[config.mk]
export PLATFORM = sky130hd
export DESIGN_NAME = cbst_core
export DESIGN_NICKNAME = d
export VERILOG_FILES = /design/src/hw/cbst_core.v
export VERILOG_INCLUDE_DIRS = /design/src /design/src/hw
export SDC_FILE = /design/constraint.sdc
export NUM_CORES = 1
export LEC_CHECK = 0
export ABC_CLOCK_PERIOD_IN_PS = 13400
export BUFFER_PORTS_ARGS = -buffer_cell sky130_fd_sc_hd__buf_2
export CORE_MARGIN = 8
export CORE_UTILIZATION = 55
export CTS_BUF_LIST = sky130_fd_sc_hd__clkbuf_2
export DETAILED_ROUTE_END_ITERATION = 16
export GPL_TIMING_DRIVEN = 0
export PLACE_DENSITY = 0.78
export SLEW_MARGIN = 5
export SYNTH_ARGS = -nofsm -noshare
export SYNTH_HDL_FRONTEND = slang
export SYNTH_SLANG_ARGS = --single-unit
[constraint.sdc]
create_clock -name clk_sys -period 13.4 [get_ports clk_sys]
set_clock_uncertainty 0.05 [all_clocks]
set_input_delay 0.67 -clock clk_sys [delete_from_list [all_inputs] [get_ports clk_sys]]
set_output_delay 0.67 -clock clk_sys [all_outputs]
set_load 0.02 [all_outputs]
[src/hw/cbst_regs.vh]
`ifndef CBST_REGS_VH
`define CBST_REGS_VH
// register port offsets (word index)
`define CBST_REG_PERI_LO 4'h0
`define CBST_REG_PERI_HI 4'h1
`define CBST_REG_SLOW_LO 4'h2
`define CBST_REG_SLOW_HI 4'h3
`define CBST_REG_MODE 4'h4
`define CBST_REG_STATUS 4'h5
`define CBST_REG_PC 4'h6
`define CBST_REG_CCR 4'h7
`define CBST_REG_SP 4'h8
// reset values
`define CBST_RST_PERI_LO 16'hff80
`define CBST_RST_PERI_HI 16'hffff
`define CBST_RST_SLOW_LO 16'h0001
`define CBST_RST_SLOW_HI 16'h0000
`define CBST_RST_SP 16'hff80
`define CBST_RST_CCR 8'h80
`define CBST_RESET_VEC 16'h0000
// mode register fields
`define CBST_MODE_RUN_LSB 0
`define CBST_MODE_HALT_LSB 4
// condition code bit positions
`define CBST_CC_C 0
`define CBST_CC_V 1
`define CBST_CC_Z 2
`define CBST_CC_N 3
`define CBST_CC_I 7
// operation codes
`define CBST_OP_NOP 4'h0
`define CBST_OP_BCC 4'h1
`define CBST_OP_JMP 4'h2
`define CBST_OP_BSR 4'h3
`define CBST_OP_JSR 4'h4
`define CBST_OP_RTS 4'h5
`define CBST_OP_RTE 4'h6
`define CBST_OP_SLEEP 4'h7
`define CBST_OP_LDCI 4'h8
`define CBST_OP_LDCR 4'h9
`define CBST_OP_STC 4'ha
`define CBST_OP_AND_COND_CODES 4'hb
`define CBST_OP_ORC 4'hc
`define CBST_OP_XOR_COND_CODES 4'hd
`define CBST_OP_MOVE 4'he
// top level cpu states
`define CBST_CPU_RESET 2'h0
`define CBST_CPU_EXEC 2'h1
`define CBST_CPU_HALT 2'h2
`define CBST_CPU_EXC 2'h3
// halt modes
`define CBST_HALT_SLEEP_HI 3'h0
`define CBST_HALT_SLEEP_MED 3'h1
`define CBST_HALT_STANDBY 3'h2
`define CBST_HALT_WATCH 3'h3
`define CBST_HALT_SUBSLEEP 3'h4
// run modes
`define CBST_RUN_SUB 2'h2
// bus timing, last state index of a cycle
`define CBST_LAST_2ST 2'h1
`define CBST_LAST_3ST 2'h2
`endif

[src/hw/cbst_core.v]
// The register addresses and the strobed register port were chosen for this implementation.
`timescale 1ns/100ps
`include "cbst_regs.vh"
module cbst_core (
	input wire clk_sys,
	input wire rst,
	input wire [3:0] reg_addr,
	input wire [15:0] reg_wdata,
	input wire reg_wr,
	input wire reg_rd,
	output reg [15:0] reg_rdata_q,
	input wire instr_valid,
	input wire [3:0] instr_op,
	input wire [3:0] instr_cond,
	input wire [7:0] instr_disp,
	input wire [15:0] instr_addr,
	input wire [7:0] instr_imm,
	input wire [7:0] instr_rdata,
	input wire [2:0] instr_ridx,
	input wire [7:0] instr_count,
	input wire [15:0] instr_src,
	input wire [15:0] instr_dst,
	output reg instr_ready_q,
	output reg gr_wr_q,
	output reg [2:0] gr_idx_q,
	output reg [7:0] gr_wdata_q,
	output reg mv_wb_q,
	output reg [7:0] mv_count_q,
	output reg [15:0] mv_src_q,
	output reg [15:0] mv_dst_q,
	input wire irq_req,
	input wire [15:0] irq_vec,
	input wire wake,
	output reg bus_req_q,
	output reg bus_we_q,
	output reg bus_word_q,
	output reg bus_three_q,
	output reg [1:0] bus_state_q,
	output reg [15:0] bus_addr_q,
	output reg [15:0] bus_wdata_q,
	input wire [15:0] bus_rdata,
	output reg [15:0] pc_q,
	output reg [7:0] ccr_q,
	output reg [15:0] sp_q,
	output reg [1:0] cpu_state_q,
	output reg [2:0] halt_mode_q,
	output reg [1:0] run_mode_q,
	output reg clk_sub_sel_q
);
	localparam ST_RST = 4'h0;
	localparam ST_VEC = 4'h1;
	localparam ST_EXEC = 4'h2;
	localparam ST_CALL = 4'h3;
	localparam ST_XPC = 4'h4;
	localparam ST_XCCR = 4'h5;
	localparam ST_XVEC = 4'h6;
	localparam ST_POPC = 4'h7;
	localparam ST_POPP = 4'h8;
	localparam ST_MVR = 4'h9;
	localparam ST_MVW = 4'ha;
	localparam ST_HALT = 4'hb;

	reg [3:0] state_q;
	reg [3:0] state_d;
	reg [15:0] ret_q;
	reg [15:0] tgt_q;
	reg [15:0] vec_q;
	reg [7:0] mv_byte_q;
	reg [15:0] peri_lo_q;
	reg [15:0] peri_hi_q;
	reg [15:0] slow_lo_q;
	reg [15:0] slow_hi_q;
	reg [1:0] cfg_run_q;
	reg [2:0] cfg_halt_q;
	reg [1:0] bus_last_q;
	reg [15:0] acc_addr;
	reg [15:0] acc_wdata;
	reg acc_we;
	reg acc_word;
	wire accept;
	wire irq_take;
	wire bus_done;
	wire bus_idle_st;
	wire [15:0] pc_inc;
	wire [15:0] pc_rel;

	// branch condition evaluation on the current flags
	function cond_true;
		input [3:0] cc;
		input [7:0] f;
		reg nv;
		begin
			nv = f[`CBST_CC_N] ^ f[`CBST_CC_V];
			case (cc)
				4'h0: cond_true = 1'b1; // branch_always
				4'h1: cond_true = 1'b0; // branch_never
				4'h2: cond_true = ~(f[`CBST_CC_C] | f[`CBST_CC_Z]);
				4'h3: cond_true = f[`CBST_CC_C] | f[`CBST_CC_Z];
				4'h4: cond_true = ~f[`CBST_CC_C];
				4'h5: cond_true = f[`CBST_CC_C];
				4'h6: cond_true = ~f[`CBST_CC_Z];
				4'h7: cond_true = f[`CBST_CC_Z];
				4'h8: cond_true = ~f[`CBST_CC_V];
				4'h9: cond_true = f[`CBST_CC_V];
				4'ha: cond_true = ~f[`CBST_CC_N];
				4'hb: cond_true = f[`CBST_CC_N];
				4'hc: cond_true = ~nv;
				4'hd: cond_true = nv;
				4'he: cond_true = ~(f[`CBST_CC_Z] | nv);
				default: cond_true = f[`CBST_CC_Z] | nv;
			endcase
		end
	endfunction

	// inclusive address window test, shared by both decodes
	function in_win;
		input [15:0] a;
		input [15:0] lo;
		input [15:0] hi;
		begin
			in_win = (a >= lo) && (a <= hi);
		end
	endfunction

	// top level class of each sequencer state
	function [1:0] cpu_class;
		input [3:0] s;
		begin
			case (s)
				ST_RST: cpu_class = `CBST_CPU_RESET;
				ST_VEC, ST_XPC, ST_XCCR, ST_XVEC: cpu_class = `CBST_CPU_EXC;
				ST_HALT: cpu_class = `CBST_CPU_HALT;
				default: cpu_class = `CBST_CPU_EXEC;
			endcase
		end
	endfunction

	assign pc_inc = pc_q + 16'h0002;
	assign pc_rel = pc_inc + {{8{instr_disp[7]}}, instr_disp};
	assign accept = instr_valid && instr_ready_q;
	// interrupts only slip in between instructions, never beside one
	assign irq_take = instr_ready_q && !instr_valid && irq_req && !ccr_q[`CBST_CC_I];
	assign bus_done = bus_req_q && (bus_state_q == bus_last_q);
	assign bus_idle_st = (state_q == ST_RST) || (state_q == ST_EXEC) || (state_q == ST_HALT);

	// next sequencer state, one state code at a time
	always @* begin
		state_d = state_q;
		case (state_q)
			ST_RST: state_d = ST_VEC;
			ST_VEC, ST_XVEC, ST_POPP: begin
				if (bus_done) begin
					state_d = ST_EXEC;
				end
			end
			ST_EXEC: begin
				if (irq_take) begin
					state_d = ST_XPC;
				end else if (accept) begin
					case (instr_op)
						`CBST_OP_BSR, `CBST_OP_JSR: state_d = ST_CALL;
						`CBST_OP_RTS: state_d = ST_POPP;
						`CBST_OP_RTE: state_d = ST_POPC;
						`CBST_OP_SLEEP: state_d = ST_HALT;
						`CBST_OP_MOVE: state_d = (instr_count != 8'h00) ? ST_MVR : ST_EXEC;
						default: state_d = ST_EXEC;
					endcase
				end
			end
			ST_CALL: begin
				if (bus_done) begin
					state_d = ST_EXEC;
				end
			end
			ST_XPC: begin
				if (bus_done) begin
					state_d = ST_XCCR;
				end
			end
			ST_XCCR: begin
				if (bus_done) begin
					state_d = ST_XVEC;
				end
			end
			ST_POPC: begin
				if (bus_done) begin
					state_d = ST_POPP;
				end
			end
			ST_MVR: begin
				if (bus_done) begin
					state_d = ST_MVW;
				end
			end
			ST_MVW: begin
				if (bus_done) begin
					state_d = (mv_count_q == 8'h01) ? ST_EXEC : ST_MVR;
				end
			end
			ST_HALT: begin
				if (wake || irq_req) begin
					state_d = ST_EXEC;
				end
			end
			default: state_d = ST_RST;
		endcase
	end

	// access wanted by the current state
	always @* begin
		acc_addr = sp_q;
		acc_wdata = 16'h0000;
		acc_we = 1'b0;
		acc_word = 1'b1;
		case (state_q)
			ST_VEC: acc_addr = `CBST_RESET_VEC;
			ST_CALL, ST_XPC: begin
				acc_addr = sp_q - 16'h0002;
				acc_wdata = ret_q;
				acc_we = 1'b1;
			end
			ST_XCCR: begin
				acc_addr = sp_q - 16'h0002;
				acc_wdata = {ccr_q, ccr_q};
				acc_we = 1'b1;
			end
			ST_XVEC: acc_addr = vec_q;
			ST_MVR: begin
				acc_addr = mv_src_q;
				acc_word = 1'b0;
			end
			ST_MVW: begin
				acc_addr = mv_dst_q;
				acc_wdata = {8'h00, mv_byte_q};
				acc_we = 1'b1;
				acc_word = 1'b0;
			end
			default: acc_addr = sp_q;
		endcase
	end

	// bus cycle engine: one launch cycle, then two or three states
	always @(posedge clk_sys or posedge rst) begin
		if (rst) begin
			bus_req_q <= 1'b0;
			bus_we_q <= 1'b0;
			bus_word_q <= 1'b0;
			bus_three_q <= 1'b0;
			bus_state_q <= 2'h0;
			bus_last_q <= `CBST_LAST_2ST;
			bus_addr_q <= 16'h0000;
			bus_wdata_q <= 16'h0000;
		end else if (bus_done) begin
			bus_req_q <= 1'b0;
			bus_state_q <= 2'h0;
		end else if (bus_req_q) begin
			bus_state_q <= bus_state_q + 2'h1;
		end else if (!bus_idle_st) begin
			bus_req_q <= 1'b1;
			bus_state_q <= 2'h0;
			bus_addr_q <= acc_addr;
			bus_wdata_q <= acc_wdata;
			bus_we_q <= acc_we;
			// peripheral window is byte wide; memory keeps the requested size
			bus_word_q <= acc_word && !in_win(acc_addr, peri_lo_q, peri_hi_q);
			// three states only inside both windows, memory always two
			if (in_win(acc_addr, peri_lo_q, peri_hi_q) && in_win(acc_addr, slow_lo_q, slow_hi_q)) begin
				bus_three_q <= 1'b1;
				bus_last_q <= `CBST_LAST_3ST;
			end else begin
				bus_three_q <= 1'b0;
				bus_last_q <= `CBST_LAST_2ST;
			end
		end
	end

	// sequencer, program counter, flags and stack
	always @(posedge clk_sys or posedge rst) begin
		if (rst) begin
			state_q <= ST_RST;
			cpu_state_q <= `CBST_CPU_RESET;
			instr_ready_q <= 1'b0;
			pc_q <= 16'h0000;
			ccr_q <= `CBST_RST_CCR;
			sp_q <= `CBST_RST_SP;
			ret_q <= 16'h0000;
			tgt_q <= 16'h0000;
			vec_q <= 16'h0000;
			halt_mode_q <= `CBST_HALT_SLEEP_HI;
			gr_wr_q <= 1'b0;
			gr_idx_q <= 3'h0;
			gr_wdata_q <= 8'h00;
			mv_wb_q <= 1'b0;
			mv_count_q <= 8'h00;
			mv_src_q <= 16'h0000;
			mv_dst_q <= 16'h0000;
			mv_byte_q <= 8'h00;
		end else begin
			state_q <= state_d;
			cpu_state_q <= cpu_class(state_d);
			instr_ready_q <= (state_d == ST_EXEC);
			gr_wr_q <= 1'b0;
			mv_wb_q <= 1'b0;
			if (reg_wr && reg_addr == `CBST_REG_SP) begin
				sp_q <= reg_wdata;
			end
			case (state_q)
				ST_VEC: begin
					if (bus_done) begin
						pc_q <= bus_rdata;
					end
				end
				ST_EXEC: begin
					if (irq_take) begin
						ret_q <= pc_q;
						vec_q <= irq_vec;
					end else if (accept) begin
						pc_q <= pc_inc;
						case (instr_op)
							`CBST_OP_BCC: begin
								if (cond_true(instr_cond, ccr_q)) begin
									pc_q <= pc_rel;
								end
							end
							`CBST_OP_JMP: pc_q <= instr_addr;
							`CBST_OP_BSR: begin
								ret_q <= pc_inc;
								tgt_q <= pc_rel;
							end
							`CBST_OP_JSR: begin
								ret_q <= pc_inc;
								tgt_q <= instr_addr;
							end
							`CBST_OP_RTS, `CBST_OP_RTE: pc_q <= pc_q;
							`CBST_OP_SLEEP: begin
								// out-of-range selections fall back to high-speed sleep
								if (cfg_halt_q > `CBST_HALT_SUBSLEEP) begin
									halt_mode_q <= `CBST_HALT_SLEEP_HI;
								end else begin
									halt_mode_q <= cfg_halt_q;
								end
							end
							`CBST_OP_LDCI: ccr_q <= instr_imm;
							`CBST_OP_LDCR: ccr_q <= instr_rdata;
							`CBST_OP_STC: begin
								gr_wr_q <= 1'b1;
								gr_idx_q <= instr_ridx;
								gr_wdata_q <= ccr_q;
							end
							`CBST_OP_AND_COND_CODES: ccr_q <= ccr_q & instr_imm;
							`CBST_OP_ORC: ccr_q <= ccr_q | instr_imm;
							`CBST_OP_XOR_COND_CODES: ccr_q <= ccr_q ^ instr_imm;
							`CBST_OP_MOVE: begin
								mv_count_q <= instr_count;
								mv_src_q <= instr_src;
								mv_dst_q <= instr_dst;
								mv_wb_q <= (instr_count == 8'h00);
							end
							default: pc_q <= pc_inc;
						endcase
					end
				end
				ST_CALL: begin
					if (bus_done) begin
						sp_q <= sp_q - 16'h0002;
						pc_q <= tgt_q;
					end
				end
				ST_XPC, ST_XCCR: begin
					if (bus_done) begin
						sp_q <= sp_q - 16'h0002;
					end
				end
				ST_XVEC: begin
					if (bus_done) begin
						pc_q <= bus_rdata;
						ccr_q[`CBST_CC_I] <= 1'b1;
					end
				end
				ST_POPC: begin
					if (bus_done) begin
						ccr_q <= bus_rdata[7:0];
						sp_q <= sp_q + 16'h0002;
					end
				end
				ST_POPP: begin
					if (bus_done) begin
						pc_q <= bus_rdata;
						sp_q <= sp_q + 16'h0002;
					end
				end
				ST_MVR: begin
					if (bus_done) begin
						mv_byte_q <= bus_rdata[7:0];
						mv_src_q <= mv_src_q + 16'h0001;
					end
				end
				ST_MVW: begin
					if (bus_done) begin
						mv_dst_q <= mv_dst_q + 16'h0001;
						mv_count_q <= mv_count_q - 8'h01;
						mv_wb_q <= (mv_count_q == 8'h01);
					end
				end
				default: pc_q <= pc_q;
			endcase
		end
	end

	// configuration writes and registered read data
	always @(posedge clk_sys or posedge rst) begin
		if (rst) begin
			peri_lo_q <= `CBST_RST_PERI_LO;
			peri_hi_q <= `CBST_RST_PERI_HI;
			slow_lo_q <= `CBST_RST_SLOW_LO;
			slow_hi_q <= `CBST_RST_SLOW_HI;
			cfg_run_q <= 2'h0;
			cfg_halt_q <= 3'h0;
			reg_rdata_q <= 16'h0000;
		end else begin
			if (reg_wr) begin
				if (reg_addr == `CBST_REG_PERI_LO) begin
					peri_lo_q <= reg_wdata;
				end else if (reg_addr == `CBST_REG_PERI_HI) begin
					peri_hi_q <= reg_wdata;
				end else if (reg_addr == `CBST_REG_SLOW_LO) begin
					slow_lo_q <= reg_wdata;
				end else if (reg_addr == `CBST_REG_SLOW_HI) begin
					slow_hi_q <= reg_wdata;
				end else if (reg_addr == `CBST_REG_MODE) begin
					cfg_run_q <= reg_wdata[`CBST_MODE_RUN_LSB+1:`CBST_MODE_RUN_LSB];
					cfg_halt_q <= reg_wdata[`CBST_MODE_HALT_LSB+2:`CBST_MODE_HALT_LSB];
				end
			end
			reg_rdata_q <= 16'h0000;
			if (reg_rd) begin
				if (reg_addr == `CBST_REG_PERI_LO) begin
					reg_rdata_q <= peri_lo_q;
				end else if (reg_addr == `CBST_REG_PERI_HI) begin
					reg_rdata_q <= peri_hi_q;
				end else if (reg_addr == `CBST_REG_SLOW_LO) begin
					reg_rdata_q <= slow_lo_q;
				end else if (reg_addr == `CBST_REG_SLOW_HI) begin
					reg_rdata_q <= slow_hi_q;
				end else if (reg_addr == `CBST_REG_MODE) begin
					reg_rdata_q <= {9'h000, cfg_halt_q, 2'h0, cfg_run_q};
				end else if (reg_addr == `CBST_REG_STATUS) begin
					reg_rdata_q <= {9'h000, halt_mode_q, 2'h0, cpu_state_q};
				end else if (reg_addr == `CBST_REG_PC) begin
					reg_rdata_q <= pc_q;
				end else if (reg_addr == `CBST_REG_CCR) begin
					reg_rdata_q <= {8'h00, ccr_q};
				end else if (reg_addr == `CBST_REG_SP) begin
					reg_rdata_q <= sp_q;
				end
			end
		end
	end

	// clock source choice; the clock generator itself sits outside
	always @(posedge clk_sys or posedge rst) begin
		if (rst) begin
			run_mode_q <= 2'h0;
			clk_sub_sel_q <= 1'b0;
		end else begin
			run_mode_q <= cfg_run_q;
			if (state_q == ST_HALT) begin
				clk_sub_sel_q <= (halt_mode_q == `CBST_HALT_SUBSLEEP);
			end else begin
				clk_sub_sel_q <= (cfg_run_q == `CBST_RUN_SUB);
			end
		end
	end
endmodule

==> run summary, run 1 <==
drt via density = 6.28
GR peak layer = met2
max_cap viols = 0
post-CTS resize count = 0
complex-gate fraction of the synthesized area = 0.215
Iter 0 DRT Violations = 2117
CP bufs+invs = 3
NetSw = 2.48 mW
core area = 0.0343 mm^2
fmax = 180 MHz
final setup violation count = 0
CTS max path bufs = 3
RSZ-0062 raised after global routing = false
met3 Usage GRT = 0.0820
TritonCTS clock tree = built
drt total wl = 74.7 mm
TritonCTS buffer count = 80
Critical Path AT = 6.39 ns
Leak = 10.8 nW
worst skew pair latency = 1.02 ns
worst-margin pin slew = 1.21 ns
cell area after layout = 0.0229 mm^2
Startpoint Class = flop
CP max stage delay = 0.64 ns
status = finished, final reports clean
Final min period = 5.54 ns
Syn Std Cell Area = 0.0190 mm^2
synth warn = 0
GRT Resource Usage Total = 0.355
CP cell instances = clkbuf_1 > nand3b_1 > a21o_1 > clkbuf_1 > buf_1 > a21oi_1 > o21ai_0 > nand4_1 > ha_1 > nand4_1 > o41ai_1 > a31oi_1 > a22oi_1 > o211ai_1 > o21a_1
Crit Path Max Fanout = 10
antenna violations before repair = 5
nets@finish = 2949
mean routed wirelength per cell = 23.2 um
syn avg cell area = 8.63 um^2
DIE AREA = 0.0408 mm^2
Synth Area in Adders = 0.0681
min-delay worst type = in2reg
share of cells above drive strength 1 = 0.222
dpl hpwl = 55.6 mm
initial core utilization = 0.555
Clock Power Share = 0.131
setup TNS = 0 ns
Int Pwr = 2.40 mW
Primary FF master, synth = dfrtp_1
combinational share of power = 0.566
clock transition at the registers of the reported paths = 0.09 ns
vias in the first global route = 19.8k
sequential area share after synthesis = 0.378
setup repair bufs after CTS = 0
pwr dens = 213 mW/mm^2
grt ovf = 0
Root Buffer = clkbuf_2
DRC = 0
share of the clock period used by the worst path = 0.414
Hold Buf Count CTS = 103
Row Count = 68
largest net degree at the start of global routing = 128
io pins = 306
met1 usage = 0.470
Area Growth Syn to Fin = 20.5%
critical path required time = 14.25 ns
delay-heaviest family, CP = compound AO/OA/AOI/OAI gates
Die Wd = 202 um
final core utilization = 0.669
die height = 202 um
syn nets = 2460
first-pass GRT wire length = 115 mm
met2 usage = 0.544
XOR/XNOR share of the synthesized area = 0.0225
DRT antenna net count = 0
maximum ir drop on the vdd rail = 0.120 mV
ys async rst share = 1.00
largest family of logic cells by synthesized area = compound AO/OA/AOI/OAI gates
switching share of power = 0.509
Final Max Slew Viols = 0
H-tree depth = 3
quantity of I/O buffers inserted on ports = 302
Crit. End Element = flop
Post-Synth Simple-Gate Area = 0.172
Area after DPL = 0.0212 mm^2
worst-path cell with the longest stage delay = nand4_1
GPL Wtd Cong = 0.979
endpoints failing hold = 0
Vias = 20.2k
DRT Pass-1 Iters = 8
Worst Setup Path Type = reg2reg
clk sink count = 286
flops & latches, synth = 286
Distinct cells, synth = 81
Synth Instances = 2207
power share of the sequential group = 0.303
multiplexer share of the synthesized area = 0.0955
relative slew slack = 0.188
Post-synth EDFFs = 0
[final cells by class]
cell class | count | area, um^2
Multi-Input combinational cell | 1676 | 10900
Timing Repair Buffer | 407 | 2600
Antenna cell | 5 | 12.5
Fill cell | 2932 | 11300
Buffer | 142 | 543
Clock inverter | 25 | 109
Clock buffer | 119 | 596
Sequential cell | 286 | 7200
Tap cell | 455 | 569
Inverter | 103 | 394
[Yosys cell counts, types with 7 or more instances]
cell type | number | area, um^2
xor2_1 | 21 | 184
o211ai_1 | 14 | 105
nand2_1 | 256 | 961
nand3b_1 | 7 | 52.6
nor2_1 | 163 | 612
a22oi_1 | 34 | 255
a222oi_1 | 23 | 230
nor4_1 | 12 | 75.1
nand2b_1 | 30 | 188
a21o_1 | 21 | 158
a21boi_0 | 8 | 60.1
buf_1 | 13 | 48.8
inv_1 | 103 | 387
a211oi_1 | 10 | 75.1
nor2b_1 | 21 | 131
a21oi_1 | 215 | 1080
nand4_1 | 20 | 125
a31oi_1 | 12 | 75.1
and3_1 | 12 | 75.1
a221oi_1 | 12 | 105
nor3b_1 | 7 | 52.6
or3_1 | 11 | 68.8
ha_1 | 102 | 1280
dfrtp_1 | 249 | 6230
o21ai_1 | 9 | 45.0
clkbuf_1 | 126 | 473
dfstp_2 | 37 | 972
o21ai_0 | 161 | 806
o221ai_1 | 7 | 61.3
o22ai_1 | 43 | 269
nor3_1 | 44 | 220
mux2_2 | 113 | 1270
nand3_1 | 66 | 330
o31ai_1 | 10 | 75.1
o21a_1 | 11 | 82.6
a2bb2oi_1 | 9 | 78.8
or2_2 | 11 | 68.8
and2_1 | 17 | 106
mux2i_1 | 53 | 531
xnor2_1 | 28 | 245
[placed cells by master, fill, tap and decap left out, drive strengths merged, types with 14 or more instances in the layout]
cell and n:
a21o 21, a21oi 215, a222oi 23, a22oi 34, and2 18, buf 320, clkbuf 245, clkinv 21
dfrtp 249, dfstp 37, dlygate4sd3 103, ha 102, inv 104, mux2 114, mux2i 53, nand2 256
nand2b 30, nand3 66, nand4 20, nor2 163, nor2b 21, nor3 44, o211ai 14, o21ai 170
o22ai 44, xnor2 28, xor2 21
[power groups by stage]
stage | combinational, mW | clock (mW) | sequential (mW)
floorplan | 1.63 | 0 | 1.55
global placement | 2.60 | 0 | 1.47
detailed placement | 2.67 | 0 | 1.48
CTS | 2.70 | 0.649 | 1.46
global route | 3.01 | 0.695 | 1.50
finish | 2.76 | 0.641 | 1.48
[metrics by stage]
stage | hold WS [ns] | setup WS, ns | total power, mW | instances
floorplan | 0.331 | 4.85 | 3.18 | 2207
global placement | 0.391 | 1.65 | 4.06 | 2964
detailed placement | 0.392 | 8.14 | 4.14 | 2966
CTS | 0.00471 | 8.12 | 4.81 | 3213
global route | 0.0632 | 7.65 | 5.20 | 3217
finish | 0.0850 | 7.86 | 4.88 | 3218
[routing by layer]
| metal | routed length, um | part of all wire | vias up |
|---|---|---|---|
| met4 | 3550 | 0.047 | 2 |
| met2 | 33000 | 0.44 | 1327 |
| met5 | 13 | 0.00017 | - |
| met3 | 8460 | 0.11 | 253 |
| li1 | - | - | 9011 |
| met1 | 29700 | 0.40 | 9600 |
[worst paths after layout]
kind	startpoint	endpoint	slack (ns)	depth (start not counted)
setup reg to reg	state_q[1]	bus_last_q[0]	7.86	15
hold reg to reg	cfg_run_q[1]	run_mode_q[1]	0.41	0
setup / recovery	state_q[1]	bus_last_q[0]	7.86	15
min in group asynchronous	rst	mv_count_q[1]	0.20	3
max in group asynchronous	rst	vec_q[12]	12.04	4
hold / removal	bus_rdata[15]	pc_q[15]	0.08	3
[state kept, by name, indices dropped and copies added, names as in the netlist, 16 cells and up]
register     flops
bus_addr_q      16
reg_rdata_q     16
pc_q            16
tgt_q           16
mv_dst_q        16
sp_q            16
peri_lo_q       16
slow_lo_q       16
ret_q           16
vec_q           16
slow_hi_q       16
bus_wdata_q     16
mv_src_q        16
peri_hi_q       16
[cells by family (layout without fill, tap and decap cells)]
kind of cell / count (synthesis) / count (layout)
buffers and inverters: 245 / 796
other: 0 / 5
muxes: 167 / 167
AOI/OAI and AO/OA: 657 / 657
and+or+nand+nor: 700 / 700
DFF: 286 / 286
xor gates and xnor gates: 49 / 49
adders and majority gates: 103 / 103
[worst reg2reg max path: stages (launching register included)]
cell      delay (ns)
dfrtp_1         0.47
clkbuf_1        0.31
nand3b_1        0.22
a21o_1          0.15
clkbuf_1        0.42
buf_1           0.49
a21oi_1         0.08
o21ai_0         0.26
nand4_1         0.64
ha_1            0.56
nand4_1         0.13
o41ai_1         0.35
a31oi_1         0.07
a22oi_1         0.57
o211ai_1        0.45
o21a_1          0.22
Power figures use the tool's default switching activity.
==> run 2: changes to the inputs <==
- ABC_CLOCK_PERIOD_IN_PS: 13400 -> 5800
- clock period: 13.4 -> 5.8 ns (I/O delays scaled with it)
==> run summary, run 2 (same netlist as run 1, synthesis figures left out) <==
Area Growth Syn to Fin = 25.3%
setup repair bufs after CTS = 0
core area = 0.0343 mm^2
Iter 0 DRT Violations = 2368
maximum ir drop on the vdd rail = 0.287 mV
DIE AREA = 0.0408 mm^2
leading cell types in the layout, fill and taps excluded = 304 x buf_2, 256 x nand2_1, 249 x dfrtp_1
cell area after layout = 0.0239 mm^2
quantity of I/O buffers inserted on ports = 302
Vias = 20.7k
post-CTS resize count = 0
Root Buffer = clkbuf_2
GRT Resource Usage Total = 0.363
Final min period = 5.43 ns
most used cell, CP = clkbuf_1
CP cell instances = clkbuf_1 > nand2b_1 > nor2_1 > clkbuf_1 > clkbuf_1 > nand2_1 > o2111ai_1 > ha_1 > and4_1 > nand3_1 > o41ai_1 > a31oi_1 > a22oi_1 > o211ai_1 > o21a_1
status = finished, final reports clean
largest net degree at the start of global routing = 40
Leak = 11.2 nW
CP max stage delay = 0.57 ns
drt via density = 6.29
CP bufs+invs = 3
Worst Setup Path Type = reg2reg
mean routed wirelength per cell = 23.4 um
commonest non-fill, non-tap cell in the layout = buf_2
Crit Path Max Fanout = 10
endpoints failing hold = 0
share of the clock period used by the worst path = 0.937
Area after DPL = 0.0213 mm^2
DRC = 0
worst-margin pin slew = 1.14 ns
clk sink count = 286
die height = 202 um
min-delay worst type = in2reg
Tot Pwr = 11.7 mW
Crit. End Element = flop
fmax = 184 MHz
final worst slack = 0.365 ns
vias in the first global route = 20.2k
max_cap viols = 0
DRT antenna net count = 0
Row Count = 68
nets@finish = 3027
pwr dens = 489 mW/mm^2
dpl hpwl = 56.2 mm
CTS max path bufs = 3
TritonCTS clock tree = built
post-route insts no fill = 3295
grt ovf = 0
relative slew slack = 0.232
RSZ-0062 raised after global routing = false
worst skew pair latency = 1.03 ns
dpl ws = 0.621 ns
clock transition at the registers of the reported paths = 0.11 ns
initial core utilization = 0.555
first-pass GRT wire length = 117 mm
Startpoint Class = flop
share of cells above drive strength 1 = 0.221
drt total wl = 77.1 mm
critical path required time = 6.66 ns
H-tree depth = 3
worst-path cell with the longest stage delay = a22oi_1
final setup violation count = 0
Die Wd = 202 um
antenna violations before repair = 2
DRT Pass-1 Iters = 8
Final Max Slew Viols = 0
Critical Path AT = 6.29 ns
GPL Wtd Cong = 0.973
io pins = 306
delay-heaviest family, CP = compound AO/OA/AOI/OAI gates
TritonCTS buffer count = 80
Worst Hold Margin = 0.0794 ns
placed insts = 2972
run 2: changes by cell type in the layout (fill, tap and decap cells not counted), sizes merged:
cell | before | now
buf | 320 | 326
bufinv | 0 | 3
dlygate4sd3 | 103 | 175
inv | 104 | 105
diode | 5 | 2
clkinvlp | 3 | 2
clkbuf | 245 | 251
clkinv | 21 | 14
run 2: stage by stage:
step / utilization / setup TNS (ns)
after global routing: 0.696 / 0
final: 0.696 / 0
after global placement: 0.616 / -1.64
after CTS: 0.695 / 0
after floorplan: - / 0
after detailed placement: 0.621 / 0
run 2: final cells by class:
type,count,area [um^2]
Buffer,142,543
Clock buffer,125,626
Fill cell,2825,10400
Clock inverter,21,165
Tap cell,455,569
Sequential cell,286,7200
Antenna cell,2,5.00
Timing Repair Buffer,485,3420
Multi-Input combinational cell,1676,10900
Inverter,103,390
run 2: path summary, 6_finish.rpt:
path	startpoint	end	slack, ns	cells past startpoint
hold / removal	irq_vec[2]	vec_q[2]	0.08	3
setup / recovery	state_q[3]	bus_last_q[0]	0.37	15
setup reg to reg	state_q[3]	bus_last_q[0]	0.37	15
max in group asynchronous	rst	peri_hi_q[6]	4.24	7
min in group asynchronous	rst	ccr_q[4]	0.34	4
hold reg to reg	cfg_run_q[1]	run_mode_q[1]	0.41	0
run 2: tightest hold or removal path, stage by stage:
cell           delay, ns
dlygate4sd3_1       0.53
buf_2               0.13
mux2_2              0.14
run 2: repair_timing:
action                     4_1_cts  5_1_grt
setup endpoints to repair        0        0
hold endpoints to repair       470        0
hold buffers                   175        0
run 2: where the power goes:
| part | total (mW) | leakage (nW) | internal (mW) | switching [mW] |
|---|---|---|---|---|
| Clock | 1.65 | 0.603 | 0.703 | 0.950 |
| Sequential | 3.43 | 3.57 | 2.68 | 0.750 |
| Combinational | 6.58 | 7.00 | 2.46 | 4.13 |
| Total | 11.7 | 11.2 | 5.84 | 5.83 |
run 2: per-layer routing:
layer,vias to the layer above,GRT usage,share of wire
met2,1418,0.574,0.45
li1,9192,-,-
met4,0,0.170,0.047
met5,-,0,0
met3,294,0.0845,0.11
met1,9811,0.467,0.39
